<file path="src/cbs_defines.svh">
// register offsets, reset values and channel counts for the channel strobes
`ifndef CBS_DEFINES_SVH
`define CBS_DEFINES_SVH

`define CBS_RX_BLOCK_CH1_8_OFF   8'h88
`define CBS_RX_BLOCK_CH9_16_OFF  8'h89
`define CBS_RX_BLOCK_CH17_24_OFF 8'h8A
`define CBS_RX_BLOCK_CH25_32_OFF 8'h8B
`define CBS_TX_BLOCK_CH1_8_OFF   8'h8C
`define CBS_TX_BLOCK_CH9_16_OFF  8'h8D
`define CBS_TX_BLOCK_CH17_24_OFF 8'h8E
`define CBS_TX_BLOCK_CH25_32_OFF 8'h8F
`define CBS_STATUS_OFF           8'h9F

`define CBS_BLOCK_BYTE_RST       8'h00
`define CBS_BLOCK_WORD_RST       32'h0000_0000
`define CBS_READ_IDLE            8'h00

`define CBS_STS_RX_STROBE_BIT    0
`define CBS_STS_TX_STROBE_BIT    1
`define CBS_STS_RX_FRAMED_BIT    2
`define CBS_STS_TX_FRAMED_BIT    3
`define CBS_STS_T1_MODE_BIT      4

`define CBS_E1_CHANNELS          32
`define CBS_T1_CHANNELS          24

`endif

</file>
<file path="src/cbs_pkg.sv">
// types shared by the channel strobe modules
`default_nettype none

package cbs_pkg;

  typedef logic [4:0] cbs_slot_t;

  // register side state of the top module
  typedef struct packed {
    logic [31:0] rx_bits;
    logic [31:0] tx_bits;
    logic [7:0]  rdata;
    logic        rvalid;
  } cbs_top_s;

  // per-direction timeslot tracker state
  typedef struct packed {
    cbs_slot_t slot;
    logic      in_frame;
    logic      strobe;
  } cbs_gen_s;

endpackage : cbs_pkg

`default_nettype wire

</file>
<file path="src/cbs_dir_if.sv">
// link between the register file and one direction's strobe generator
`timescale 1ns/1ps
`default_nettype none

interface cbs_dir_if;
  logic [31:0]       block_bits;
  logic              t1_mode;
  cbs_pkg::cbs_slot_t slot;
  logic              in_frame;
  logic              strobe;

  modport ctl (output block_bits, output t1_mode,
               input slot, input in_frame, input strobe);
  modport gen (input block_bits, input t1_mode,
               output slot, output in_frame, output strobe);
endinterface : cbs_dir_if

`default_nettype wire

</file>
<file path="src/cbs_top.sv">
// channel blocking registers and the two per-timeslot strobe outputs
`timescale 1ns/1ps
`default_nettype none

`include "cbs_defines.svh"

// Functional notes
// - rx strobe from rx bits, tx from tx
// - bit set holds strobe high whole slot
// - bit clear keeps strobe low whole slot
// - t1 mode ignores channels 25 to 32
// - rx bits at 88h-8Bh, channel 1 lowest
// - tx bits at 8Ch-8Fh, channel 1 lowest
module cbs_top #(
  parameter int NUM_CH = `CBS_E1_CHANNELS,
  parameter int T1_CH  = `CBS_T1_CHANNELS
) (
  input  wire logic       clock,
  input  wire logic       rst,
  input  wire logic [7:0] reg_addr,
  input  wire logic       reg_wr,
  input  wire logic       reg_rd,
  input  wire logic [7:0] reg_wdata,
  output logic      [7:0] reg_rdata,
  output logic            reg_rvalid,
  input  wire logic       t1_mode,
  input  wire logic       rx_slot_tick,
  input  wire logic       rx_frame_start,
  input  wire logic       tx_slot_tick,
  input  wire logic       tx_frame_start,
  output logic            rx_slot_strobe,
  output logic            tx_slot_strobe
);

  cbs_pkg::cbs_top_s s_q;
  cbs_pkg::cbs_top_s s_d;

  cbs_dir_if rx_if ();
  cbs_dir_if tx_if ();

  // true when addr falls in the four bytes starting at base
  function automatic logic in_bank(input logic [7:0] addr,
                                   input logic [7:0] base);
    in_bank = (addr >= base) && (addr <= base + 8'h03);
  endfunction : in_bank

  // byte lane within a bank: lane 0 holds channels 1..8
  function automatic logic [1:0] lane_of(input logic [7:0] addr,
                                         input logic [7:0] base);
    logic [7:0] diff;
    diff    = addr - base;
    lane_of = diff[1:0];
  endfunction : lane_of

  // replace one byte lane of a 32-channel bit vector
  function automatic logic [31:0] put_byte(input logic [31:0] bits,
                                           input logic [1:0]  lane,
                                           input logic [7:0]  data);
    logic [31:0] r;
    r = bits;
    r[8*lane +: 8] = data;
    put_byte = r;
  endfunction : put_byte

  // full read decode; unmapped addresses read as zero
  function automatic logic [7:0] read_reg(input logic [7:0]  addr,
                                          input logic [31:0] rxb,
                                          input logic [31:0] txb,
                                          input logic [7:0]  sts);
    if (in_bank(addr, `CBS_RX_BLOCK_CH1_8_OFF)) begin
      read_reg = rxb[8*lane_of(addr, `CBS_RX_BLOCK_CH1_8_OFF) +: 8];
    end else if (in_bank(addr, `CBS_TX_BLOCK_CH1_8_OFF)) begin
      read_reg = txb[8*lane_of(addr, `CBS_TX_BLOCK_CH1_8_OFF) +: 8];
    end else if (addr == `CBS_STATUS_OFF) begin
      read_reg = sts;
    end else begin
      read_reg = `CBS_READ_IDLE;
    end
  endfunction : read_reg

  logic [7:0] status;

  // live view of both generators; handy for checking frame alignment
  always_comb begin
    status = 8'h00;
    status[`CBS_STS_RX_STROBE_BIT] = rx_if.strobe;
    status[`CBS_STS_TX_STROBE_BIT] = tx_if.strobe;
    status[`CBS_STS_RX_FRAMED_BIT] = rx_if.in_frame;
    status[`CBS_STS_TX_FRAMED_BIT] = tx_if.in_frame;
    status[`CBS_STS_T1_MODE_BIT]   = t1_mode;
  end

  // register writes and reads; a write and read in one cycle returns old data
  always_comb begin
    s_d        = s_q;
    s_d.rvalid = 1'b0;
    if (reg_wr) begin
      if (in_bank(reg_addr, `CBS_RX_BLOCK_CH1_8_OFF)) begin
        s_d.rx_bits = put_byte(s_q.rx_bits,
                               lane_of(reg_addr, `CBS_RX_BLOCK_CH1_8_OFF),
                               reg_wdata);
      end else if (in_bank(reg_addr, `CBS_TX_BLOCK_CH1_8_OFF)) begin
        s_d.tx_bits = put_byte(s_q.tx_bits,
                               lane_of(reg_addr, `CBS_TX_BLOCK_CH1_8_OFF),
                               reg_wdata);
      end
    end
    if (reg_rd) begin
      s_d.rdata  = read_reg(reg_addr, s_q.rx_bits, s_q.tx_bits, status);
      s_d.rvalid = 1'b1;
    end
  end

  always_ff @(posedge clock or posedge rst) begin
    if (rst) begin
      s_q.rx_bits <= `CBS_BLOCK_WORD_RST;
      s_q.tx_bits <= `CBS_BLOCK_WORD_RST;
      s_q.rdata   <= `CBS_READ_IDLE;
      s_q.rvalid  <= 1'b0;
    end else begin
      s_q <= s_d;
    end
  end

  // each direction sees only its own bit set and its own framer timing
  assign rx_if.block_bits = s_q.rx_bits;
  assign tx_if.block_bits = s_q.tx_bits;
  assign rx_if.t1_mode    = t1_mode;
  assign tx_if.t1_mode    = t1_mode;

  cbs_slot_strobe #(
    .NUM_CH (NUM_CH),
    .T1_CH  (T1_CH)
  ) u_rx_gen (
    .clock       (clock),
    .rst         (rst),
    .slot_tick   (rx_slot_tick),
    .frame_start (rx_frame_start),
    .dir         (rx_if.gen)
  );

  cbs_slot_strobe #(
    .NUM_CH (NUM_CH),
    .T1_CH  (T1_CH)
  ) u_tx_gen (
    .clock       (clock),
    .rst         (rst),
    .slot_tick   (tx_slot_tick),
    .frame_start (tx_frame_start),
    .dir         (tx_if.gen)
  );

  assign rx_slot_strobe = rx_if.strobe;
  assign tx_slot_strobe = tx_if.strobe;
  assign reg_rdata      = s_q.rdata;
  assign reg_rvalid     = s_q.rvalid;

endmodule : cbs_top

`default_nettype wire

</file>
<file path="src/cbs_slot_strobe.sv">
// one direction's timeslot tracker and strobe generator
`timescale 1ns/1ps
`default_nettype none

`include "cbs_defines.svh"

module cbs_slot_strobe #(
  parameter int NUM_CH = `CBS_E1_CHANNELS,
  parameter int T1_CH  = `CBS_T1_CHANNELS
) (
  input  wire logic clock,
  input  wire logic rst,
  input  wire logic slot_tick,
  input  wire logic frame_start,
  cbs_dir_if.gen    dir
);

  localparam cbs_pkg::cbs_slot_t LAST_SLOT = cbs_pkg::cbs_slot_t'(NUM_CH - 1);
  // one bit wider than a slot so a t1 count of 32 does not wrap to zero
  localparam logic [5:0]         T1_LIMIT  = 6'(T1_CH);

  // the 5-bit slot counter covers 32 slots and the bit vector is 32 wide; anything else cannot map
  if (NUM_CH < 1 || NUM_CH > 32 || T1_CH < 1 || T1_CH > NUM_CH) begin : g_bad
    $error("cbs_slot_strobe: channel counts out of range");
  end

  cbs_pkg::cbs_gen_s g_q;
  cbs_pkg::cbs_gen_s g_d;

  // a channel above the t1 count never raises the strobe in t1 mode
  function automatic logic chan_live(input cbs_pkg::cbs_slot_t s,
                                     input logic t1);
    chan_live = !(t1 && ({1'b0, s} >= T1_LIMIT));
  endfunction : chan_live

  // level changes only on a slot tick, sampling the bits current right then
  always_comb begin
    g_d = g_q;
    if (slot_tick) begin
      if (frame_start) begin
        g_d.slot     = '0;
        g_d.in_frame = 1'b1;
      end else if (g_q.slot == LAST_SLOT) begin
        // ticks past the last channel without a frame mark: stay low
        g_d.in_frame = 1'b0;
      end else begin
        g_d.slot = g_q.slot + 5'h1;
      end
      // bit set: high for the slot; bit clear: low for the slot
      g_d.strobe = g_d.in_frame && chan_live(g_d.slot, dir.t1_mode) &&
                   dir.block_bits[g_d.slot];
    end
  end

  always_ff @(posedge clock or posedge rst) begin
    if (rst) begin
      g_q <= '0;
    end else begin
      g_q <= g_d;
    end
  end

  assign dir.slot     = g_q.slot;
  assign dir.in_frame = g_q.in_frame;
  assign dir.strobe   = g_q.strobe;

endmodule : cbs_slot_strobe

`default_nettype wire

</file>
<file path="config.mk">
export PLATFORM = sky130hd
export DESIGN_NAME = cbs_top
export DESIGN_NICKNAME = d
export VERILOG_FILES = /design/src/cbs_pkg.sv /design/src/cbs_dir_if.sv /design/src/cbs_top.sv /design/src/cbs_slot_strobe.sv
export VERILOG_INCLUDE_DIRS = /design/src
export SDC_FILE = /design/constraint.sdc
export NUM_CORES = 1
export LEC_CHECK = 0
export BUFFER_PORTS_ARGS = -buffer_cell sky130_fd_sc_hd__buf_4
export CAP_MARGIN = 20
export CORE_ASPECT_RATIO = 1.75
export CORE_UTILIZATION = 45
export CTS_CLUSTER_SIZE = 12
export DETAILED_ROUTE_END_ITERATION = 6
export PLACE_DENSITY = 0.69
export SLEW_MARGIN = 20
export SYNTH_ARGS = -nofsm -noshare
export SYNTH_HDL_FRONTEND = slang
export SYNTH_SLANG_ARGS = --single-unit
</file>
<file path="constraint.sdc">
create_clock -name clock -period 2.31 [get_ports clock]
set_input_delay 0 -clock clock [delete_from_list [all_inputs] [get_ports clock]]
set_output_delay 0 -clock clock [all_outputs]
set_load 0.01 [all_outputs]
</file>
==> results of run 1 <==
[worst reg2reg max path, delay by kind of cell, from the launching register on]
family / cells / cell delay, ns
AND/OR/NAND/NOR: 1 / 0.28
flip-flops: 1 / 0.39
adder cells (fa/ha/maj): 1 / 0.15
multiplexers: 1 / 0.33
AO/OA/AOI/OAI: 4 / 0.82
buffers and inverters: 1 / 0.15
[sequential cells by signal, summed over array words and instances, names as in the netlist]
register / cells
reg_rvalid: 1
rx_if.block_bits: 32
u_rx_gen.dir.slot: 5
u_rx_gen.dir.in_frame: 1
u_rx_gen.dir.strobe: 1
u_tx_gen.dir.in_frame: 1
reg_rdata: 8
u_tx_gen.dir.slot: 5
tx_if.block_bits: 32
u_tx_gen.dir.strobe: 1
[how the worst min path moves through the flow]
stage | from | end | slack [ns]
floorplan | reg_rd | reg_rvalid$_DFF_PP0_ | 0.03
global placement | rst | tx_if.block_bits[30]$_DFFE_PP0P_ | 0.18
detailed placement | rst | tx_if.block_bits[30]$_DFFE_PP0P_ | 0.20
CTS | tx_slot_tick | u_tx_gen.dir.slot[4]$_DFFE_PP0P_ | 0.005
global route | tx_slot_tick | u_tx_gen.dir.slot[4]$_DFFE_PP0P_ | 0.01
finish | tx_slot_tick | u_tx_gen.dir.slot[4]$_DFFE_PP0P_ | 0.01
[cells in the mapped netlist, types with 3 or more instances]
cell type | n | share of area, %
mux2i_1 | 22 | 4.3
a221oi_1 | 4 | 0.69
ha_1 | 6 | 1.5
a22o_1 | 19 | 3.3
nand3b_1 | 4 | 0.59
inv_1 | 15 | 1.1
nand2_1 | 99 | 7.3
nor3b_1 | 3 | 0.44
nand2b_1 | 7 | 0.86
nand3_1 | 10 | 0.98
nor2_1 | 21 | 1.5
and2_1 | 4 | 0.49
a31oi_1 | 7 | 0.86
nor2b_1 | 6 | 0.74
o2111ai_1 | 5 | 0.86
a21boi_0 | 5 | 0.74
clkbuf_1 | 20 | 1.5
dfrtp_1 | 87 | 43
buf_2 | 5 | 0.49
a21oi_1 | 16 | 1.6
o21ai_0 | 62 | 6.1
mux2_2 | 13 | 2.9
a211oi_1 | 9 | 1.3
mux4_2 | 16 | 7.1
xnor2_1 | 3 | 0.51
and4_1 | 4 | 0.69
[logic make-up (layout without fill, tap and decap cells)]
| kind of cell | Yosys count | in the layout | share of synthesized area, % |
|---|---|---|---|
| adders and majority gates | 6 | 6 | 1.47 |
| AOI/OAI and AO/OA | 155 | 155 | 20.2 |
| muxes | 53 | 53 | 15.0 |
| and+or+nand+nor | 174 | 174 | 16.0 |
| buffers and inverters | 46 | 105 | 4.17 |
| xor gates and xnor gates | 3 | 3 | 0.515 |
| DFF | 87 | 87 | 42.7 |
[per-layer routing]
metal  up-vias  wire [um]  track usage [%]
met5         -          0                0
met4         0       1260             21.6
met3        66        813             4.60
met2       206       7240             42.5
met1      2170       5760             32.2
li1       2036          -                -
[through the flow]
step / setup TNS [ns] / util (%)
5_1_grt: 0 / 54.6
6_report: 0 / 54.6
3_5_place_dp: -0.108 / 50.3
3_3_place_gp: 0 / 50.3
4_1_cts: 0 / 54.4
2_1_floorplan: 0 / -
[area by class of cell]
type                    instances  area (um^2)
inverters                      15         57.6
clock inverters                 7         68.8
multi-input cells             391         2750
clock buffers                   9          225
well taps                     132          165
flip-flops and latches         87         2180
fillers                      1025         5050
repair buffers                 74          609
[power breakdown]
| part | leakage [nW] | switching (mW) | internal (mW) | total [mW] |
|---|---|---|---|---|
| Sequential | 1.19 | 0.0628 | 1.57 | 1.63 |
| Clock | 0.147 | 0.699 | 0.766 | 1.47 |
| Combinational | 1.22 | 0.402 | 0.333 | 0.735 |
[timing repair]
action / CTS / global route
hold buffers: 15 / 0
endpoints found under the setup margin: 2 / 2
buffers inserted: 0 / 0
resized for setup: 5 / 5
hold endpoints to repair: 93 / 0
==> metrics.md, run 1 <==
| Metric | Value |
|---|---|
| Antenna-violating nets left | `0` |
| CP Launch Type | `register` |
| WL final | `15100 um` |
| Share of layout cells above drive strength 1 | `21.1%` |
| Worst path buffer plus inverter count | `1` |
| Leak pwr | `2.55 nW` |
| 1st-iter DRT viols | `390` |
| CTS Sinks | `87` |
| Vias | `4478` |
| CP Depth | `8` |
| Crit end category | `register` |
| Area after DPL | `0.00558 mm^2` |
| Library cells used by synthesis | `66` |
| Total core area | `0.0111 mm^2` |
| Port bufs | `35` |
| Outcome | `finished, final reports clean` |
| Worst Path Required | `2.54 ns` |
| GRT Total Usage | `27.2%` |
| Avg WL per Cell | `21.1 um` |
| Hold Path Cell Cnt | `2` |
| Fin crit period | `2.23 ns` |
| Place WS | `-0.0770 ns` |
| Reg2reg start | `u_rx_gen.dir.slot[0]$_DFFE_PP0P_` |
| Dpl cells | `684` |
| Mean area per synthesized cell | `9.74 um^2` |
| Cell family with most CP delay | `compound AO/OA/AOI/OAI gates` |
| Die Y | `143 um` |
| Latest clock arrival within the worst-skew pair | `0.35 ns` |
| RSZ-0062 raised after global routing | `false` |
| Critical-path cell list | `ha_4, and4_4, buf_6, mux2_4, a21oi_2, a211oi_1, o32a_1, a211o_1` |
| Slew Limit Fails | `0` |
| Reg clk slew, reported paths | `0.07 ns` |
| Worst slew pin tran | `0.847 ns` |
| Sequential share of the synthesized area | `42.7%` |
| Final Hold Violating Endpoints | `0` |
| Fin crit share | `96.5%` |
| Detailed Routing Iterations Pass 1 | `5` |
| CTS HTree Levels | `3` |
| PwrDens | `633 mW/mm^2` |
| Synthesized netlist cell count | `524` |
| Syn Nets | `555` |
| Fmax | `449 MHz` |
| Synth-to-Final Area Change | `18.7%` |
| Yosys warning count | `0` |
| Skew final | `0.00409 ns` |
| Row count | `51` |
| Routability cong. | `0.993` |
| Total Power | `3.84 mW` |
| Clk buf depth | `2` |
| Clk root buf | `clkbuf_16` |
| Num CTS Buffers | `9` |
| Max cap viols | `0` |
| Worst setup path start | `u_rx_gen.dir.slot[0]$_DFFE_PP0P_` |
| Worst r2r dst | `u_rx_gen.dir.strobe$_DFFE_PP0P_` |
| Initial Utilization | `46.0%` |
| Grt total ovfl | `0` |
| R2R cell count | `8` |
| Fin area | `0.00606 mm^2` |
| Drc violations | `0` |
| Yosys reg bits | `87` |
| Async SR Flop Fraction | `100%` |
| Final setup violation count | `0` |
| Critical path endpoint | `u_rx_gen.dir.strobe$_DFFE_PP0P_` |
| Fin worst setup slack | `0.0813 ns` |
| Global-route wire length before repair | `23400 um` |
| Antenna diodes | `0` |
| Crit path kind | `reg2reg` |
| Max stage delay cell, worst path | `dfrtp_1` |
| VDD IR max | `398 uV` |
| Slew HR | `43.5%` |
| Post-DP HPWL | `11300 um` |
| I/O pins | `36` |
| Drt via density | `6.26` |
| Cell Count, Final, Fillers Out | `715` |
| Post-synth EDFFs | `0` |
| Post-synth top flop | `dfrtp_1` |
| Largest net degree at the start of global routing | `48` |
| CTS tree | `yes` |
| Setup slack, reg-to-reg | `0.08 ns` |
| Post-Syn Area | `0.00510 mm^2` |
| Commonest non-fill, non-tap cell in the layout | `nand2_1` |
| Path category of the worst min-delay check | `in2reg` |
| Initial antenna violation count | `0` |
| Worst EP arrival | `2.46 ns` |
| Most frequent cells in the layout | `99 x nand2_1, 87 x dfrtp_1, 61 x o21ai_0` |
| Hold Slack | `0.0103 ns` |
| Die W | `82.5 um` |
| Crit-path max cell delay | `0.39 ns` |
| Nets | `609` |
| Worst-path maximum fanout | `8` |
| Number of global-route vias before repair | `4339` |
| Die Footprint | `0.0118 mm^2` |
(Power assumes the default switching activity.)
==> run 2, diff against run 1 <==
RECOVER_POWER = 100   (was not set)
==> run 2 against run 1 <==
  * Clock power barely moved
  * The run now ends with max-capacitance violations, max-slew violations left
  * Non-clock buffer count did not move
  * Setup slack improved by 0.0015 ns
  * Power fell by 0.44%
  * Count of clock-buffer cells in the layout did not move
  * Flip-flop and latch count did not move
  * Cell count did not move
  * Hold slack got worse by 0.0014 ns
  * Sequential power barely moved
  * Sequential share of layout area rose by 0.42 points
  * Critical path type unchanged
  * Global-route usage did not move
  * Combinational power fell by 2%
==> metrics.md, run 2 (synthesis gave the netlist of run 1 again) <==
| Metric | Value |
|---|---|
| Switching Power | `1.16 mW` |
| Hold Slack | `0.00883 ns` |
| Switch share | `30.4%` |
| Multi-input gate area in the final layout | `0.00275 mm^2` |
| Failing checks | `max-capacitance violations, max-slew violations` |
| Post-DP HPWL | `11300 um` |
| GRT Total Usage | `27.2%` |
| Antenna-violating nets left | `0` |
| CP Launch Type | `register` |
| Seq. cell area | `0.00218 mm^2` |
| Worst-path maximum fanout | `8` |
| CTS tree | `yes` |
| Drc violations | `0` |
| Final Core Density | `53.9%` |
| Max cap viols | `1` |
| WL final | `15100 um` |
| Initial Utilization | `46.0%` |
| Slew Limit Fails | `48` |
| Global-route wire length before repair | `23400 um` |
| CTS Sinks | `87` |
| Initial antenna violation count | `0` |
| R2R cell count | `8` |
| Crit end category | `register` |
| Share of layout cells above drive strength 1 | `18.0%` |
| Part of the power in the clock network | `38.3%` |
| Clk buf depth | `2` |
| Die Footprint | `0.0118 mm^2` |
| VDD IR max | `394 uV` |
| Vias | `4457` |
| Fin worst setup slack | `0.0828 ns` |
| Drt via density | `6.23` |
| CTS HTree Levels | `3` |
| Avg WL per Cell | `21.1 um` |
| Reg clk slew, reported paths | `0.07 ns` |
| Fin crit period | `2.23 ns` |
| Num CTS Buffers | `9` |
| Fmax | `449 MHz` |
| 1st-iter DRT viols | `423` |
| Total core area | `0.0111 mm^2` |
| Leak pwr | `2.49 nW` |
| Place WS | `-0.0770 ns` |
| Most frequent cells in the layout | `99 x nand2_1, 87 x dfrtp_1, 61 x o21ai_0` |
| Outcome | `finished, violations left` |
| Post-CTS Setup Bufs | `0` |
| Number of global-route vias before repair | `4339` |
| Path category of the worst min-delay check | `in2reg` |
| Die Y | `143 um` |
| Die W | `82.5 um` |
| Latest clock arrival within the worst-skew pair | `0.34 ns` |
| RSZ-0062 raised after global routing | `false` |
| Largest net degree at the start of global routing | `48` |
| Combinational share of power | `18.9%` |
| Grt total ovfl | `0` |
| Cell internal pwr | `2.66 mW` |
| Commonest non-fill, non-tap cell in the layout | `nand2_1` |
| Skew final | `0.00486 ns` |
| Crit path kind | `reg2reg` |
| Detailed Routing Iterations Pass 1 | `5` |
| Port bufs | `35` |
| Worst r2r dst | `u_rx_gen.dir.strobe$_DFFE_PP0P_` |
| Setup slack, reg-to-reg | `0.08 ns` |
| Slew HR | `-20.7%` |
| Worst setup path start | `u_rx_gen.dir.slot[0]$_DFFE_PP0P_` |
| Worst Path Required | `2.54 ns` |
| Cell Count, Final, Fillers Out | `715` |
| Row count | `51` |
| Nets | `609` |
| Dpl cells | `684` |
| Worst slew pin tran | `1.81 ns` |
| Sequential share of power | `42.8%` |
| Final setup violation count | `0` |
| Critical path endpoint | `u_rx_gen.dir.strobe$_DFFE_PP0P_` |
| Reg2reg start | `u_rx_gen.dir.slot[0]$_DFFE_PP0P_` |
| Antenna diodes | `0` |
| PwrDens | `638 mW/mm^2` |
| Synth-to-Final Area Change | `17.3%` |
| I/O pins | `36` |
| Clk root buf | `clkbuf_16` |
| Fin crit share | `96.4%` |
| Fillers | `1044` |
| Final Hold Violating Endpoints | `0` |
| Worst EP arrival | `2.46 ns` |
| Routability cong. | `0.993` |
| Total Power | `3.82 mW` |
run 2: worst min-delay path by stage:
stage,start,endpoint,slack (ns),cells past startpoint
after floorplan,reg_rd,reg_rvalid$_DFF_PP0_,0.03,0
after global placement,rst,tx_if.block_bits[30]$_DFFE_PP0P_,0.18,2
after detailed placement,rst,tx_if.block_bits[30]$_DFFE_PP0P_,0.20,2
after CTS,tx_slot_tick,u_tx_gen.dir.slot[4]$_DFFE_PP0P_,0.005,2
after global routing,tx_slot_tick,u_tx_gen.dir.slot[4]$_DFFE_PP0P_,0.01,2
final,tx_slot_tick,u_tx_gen.dir.slot[4]$_DFFE_PP0P_,0.009,2
run 2: final cells by class:
| cell class | instances | share of cell area (%) |
|---|---|---|
| clock buffers | 9 | 3.76 |
| multi-input cells | 391 | 46.0 |
| repair buffers | 74 | 9.03 |
| flip-flops and latches | 87 | 36.4 |
| clock inverters | 7 | 1.15 |
| well taps | 132 | 2.76 |
| inverters | 15 | 0.940 |
run 2: power by group through the flow:
stage               Combinational, mW  Sequential (mW)  Clock, mW
floorplan                       0.438             1.65          0
global placement                0.669             1.66          0
detailed placement              0.688             1.66          0
CTS                             0.719             1.63       1.47
global route                    0.775             1.64       1.54
finish                          0.720             1.63       1.46
run 2: layer usage:
layer	vias to the layer above	GRT usage, %	part of all wire (%)
li1	2036	-	-
met1	2164	32.2	39
met2	188	42.5	48
met3	69	4.60	4.6
met4	0	21.6	8.4
met5	-	0	0
run 2: per-stage QoR:
step / TNS, ns / instance area (um^2)
final: 0 / 5990
after detailed placement: -0.108 / 5580
after global routing: 0 / 5990
after floorplan: 0 / 5120
after CTS: 0 / 6040
after global placement: 0 / 5580
run 2: worst max-delay path: stages (launching register included):
cell and delay [ns]:
dfrtp_1 0.39, ha_4 0.15, and4_4 0.28, buf_6 0.15, mux2_4 0.33, a21oi_2 0.14
a211oi_1 0.08, o32a_1 0.29, a211o_1 0.30
run 2: what timing repair did:
action / CTS / global route
pin swaps: 0 / 0
resized for setup: 5 / 5
hold buffers: 15 / 0
endpoints found under the setup margin: 2 / 2
hold endpoints to repair: 93 / 0
==> run 3, diff against run 2 <==
CTS_BUF_LIST = sky130_fd_sc_hd__clkbuf_4 sky130_fd_sc_hd__clkbuf_8   (was not set)
PLACE_DENSITY = 0.61   (was 0.69)
==> run 3 against run 2 <==
  * The run ends with design-rule violations, max-capacitance violations, max-slew violations left
  * Critical path depth unchanged
  * Global-route usage up 0.89 points
  * Sequential share of layout area rose by 0.30 points
  * Die area unchanged
  * Cell area down 0.81%
  * Critical path type unchanged
  * Highest routed layer unchanged
==> metrics.md, run 3 (synthesis gave the netlist of run 1 again) <==
| Metric | Value |
|---|---|
| Worst EP arrival | `2.47 ns` |
| Initial Utilization | `46.0%` |
| Crit path kind | `reg2reg` |
| Drc violations | `2` |
| Place WS | `0.0211 ns` |
| Area after DPL | `0.00561 mm^2` |
| Die W | `82.5 um` |
| Final Core Density | `53.5%` |
| Number of global-route vias before repair | `4258` |
| Most frequent cells in the layout | `99 x nand2_1, 87 x dfrtp_1, 61 x o21ai_0` |
| Post-DP HPWL | `11800 um` |
| Setup slack, reg-to-reg | `0.10 ns` |
| Path category of the worst min-delay check | `in2reg` |
| Hold Slack | `0.0367 ns` |
| VDD IR max | `643 uV` |
| Max cap viols | `1` |
| Cell internal pwr | `2.43 mW` |
| Avg WL per Cell | `21.2 um` |
| Reg clk slew, reported paths | `0.10 ns` |
| Outcome | `finished, violations left` |
| Latest clock arrival within the worst-skew pair | `0.37 ns` |
| Vias | `4439` |
| GRT Total Usage | `28.1%` |
| 1st-iter DRT viols | `420` |
| Drt via density | `6.15` |
| CTS tree | `yes` |
| CP Launch Type | `register` |
| Dpl cells | `689` |
| Largest net degree at the start of global routing | `44` |
| Combinational share of power | `21.6%` |
| Setup TNS Final | `0 ns` |
| Clk root buf | `clkbuf_8` |
| Nets | `616` |
| Commonest non-fill, non-tap cell in the layout | `nand2_1` |
| Fin crit period | `2.21 ns` |
| Total core area | `0.0111 mm^2` |
| Die Footprint | `0.0118 mm^2` |
| Initial antenna violation count | `0` |
| Antenna diodes | `0` |
| Port bufs | `35` |
| Global-route wire length before repair | `23700 um` |
| Worst Path Required | `2.57 ns` |
| Failing checks | `design-rule violations, max-capacitance violations, max-slew violations` |
| I/O pins | `36` |
| Worst-path maximum fanout | `7` |
| PwrDens | `588 mW/mm^2` |
| Fin crit share | `95.5%` |
| Row count | `51` |
| RSZ-0062 raised after global routing | `false` |
| Share of layout cells above drive strength 1 | `18.6%` |
| Worst slew pin tran | `1.65 ns` |
| Fmax | `453 MHz` |
| Switch share | `30.5%` |
| Synth-to-Final Area Change | `16.4%` |
| Fin area | `0.00594 mm^2` |
| Total Power | `3.49 mW` |
| Switching Power | `1.07 mW` |
| Sequential share of power | `46.5%` |
| Part of the power in the clock network | `32.0%` |
| Slew Limit Fails | `44` |
| Final setup violation count | `0` |
| Grt total ovfl | `0` |
| Routability cong. | `0.980` |
| Fin worst setup slack | `0.103 ns` |
| Slew HR | `-10.3%` |
| Leak pwr | `2.48 nW` |
| Num CTS Buffers | `9` |
| Final Hold Violating Endpoints | `0` |
| WL final | `15300 um` |
| CTS Sinks | `87` |
| CTS HTree Levels | `3` |
| Die Y | `143 um` |
| Antenna-violating nets left | `0` |
| Clk buf depth | `2` |
| Crit end category | `register` |
| Detailed Routing Iterations Pass 1 | `7` |
| Cell Count, Final, Fillers Out | `722` |
| Skew final | `0.00852 ns` |
==> run 3: changes by cell type in the layout (fill, tap and decap cells not counted), moves of 3 or more <==
cell       previous run  this run
clkbuf_8              0         9
clkbuf_16             9         0
clkbuf_2              0         4
inv_8                 3         0
buf_4                39        42
==> run 3: power by group through the flow <==
stage          Clock [mW]  Sequential [mW]  Combinational (mW)
4_1_cts              1.13             1.62               0.751
3_5_place_dp            0             1.65               0.727
5_1_grt              1.18             1.63               0.817
6_report             1.12             1.62               0.753
3_3_place_gp            0             1.65               0.714
2_1_floorplan           0             1.65               0.438
==> run 3: final timing paths <==
| path | startpoint | end | cells past startpoint |
|---|---|---|---|
| setup / recovery | u_rx_gen.dir.slot[0]$_DFFE_PP0P_ | u_rx_gen.dir.strobe$_DFFE_PP0P_ | 8 |
| hold / removal | reg_addr[4] | reg_rdata[4]$_DFFE_PP0P_ | 4 |
| setup reg to reg | u_rx_gen.dir.slot[0]$_DFFE_PP0P_ | u_rx_gen.dir.strobe$_DFFE_PP0P_ | 8 |
| hold reg to reg | tx_if.block_bits[9]$_DFFE_PP0P_ | tx_if.block_bits[9]$_DFFE_PP0P_ | 2 |
| max in group asynchronous | rst | tx_if.block_bits[19]$_DFFE_PP0P_ | 4 |
| min in group asynchronous | rst | rx_if.block_bits[27]$_DFFE_PP0P_ | 3 |
==> run 3: metal layers <==
| metal | vias up | GRT usage (%) | part of all wire [%] |
|---|---|---|---|
| met3 | 47 | 3.32 | 4.8 |
| li1 | 2053 | - | - |
| met1 | 2167 | 35.3 | 39 |
| met2 | 172 | 46.4 | 50 |
| met4 | 0 | 14.8 | 5.7 |
| met5 | - | 0 | 0 |
==> run 3: worst max-delay path, cell delays in order, from the launching register on <==
cell and delay, ns:
dfrtp_1 0.40, ha_4 0.15, and4_4 0.27, buf_6 0.15, mux2_4 0.33, a21oi_2 0.14
a211oi_1 0.08, o32a_1 0.29, a211o_1 0.29
==> run 3: final cells by class <==
cell class              instances  area, um^2
fillers                      1082        5160
clock buffers                  10         131
inverters                      15        56.3
well taps                     132         165
clock inverters                 6        70.1
flip-flops and latches         87        2180
multi-input cells             391        2750
repair buffers                 81         586
==> run 3: timing repair <==
action / CTS / global route
hold buffers: 17 / 0
endpoints found under the setup margin: 1 / 2
buffers inserted: 0 / 0
gates resized for setup: 1 / 8
endpoints found under the hold margin: 80 / 0
pin swaps: 0 / 0
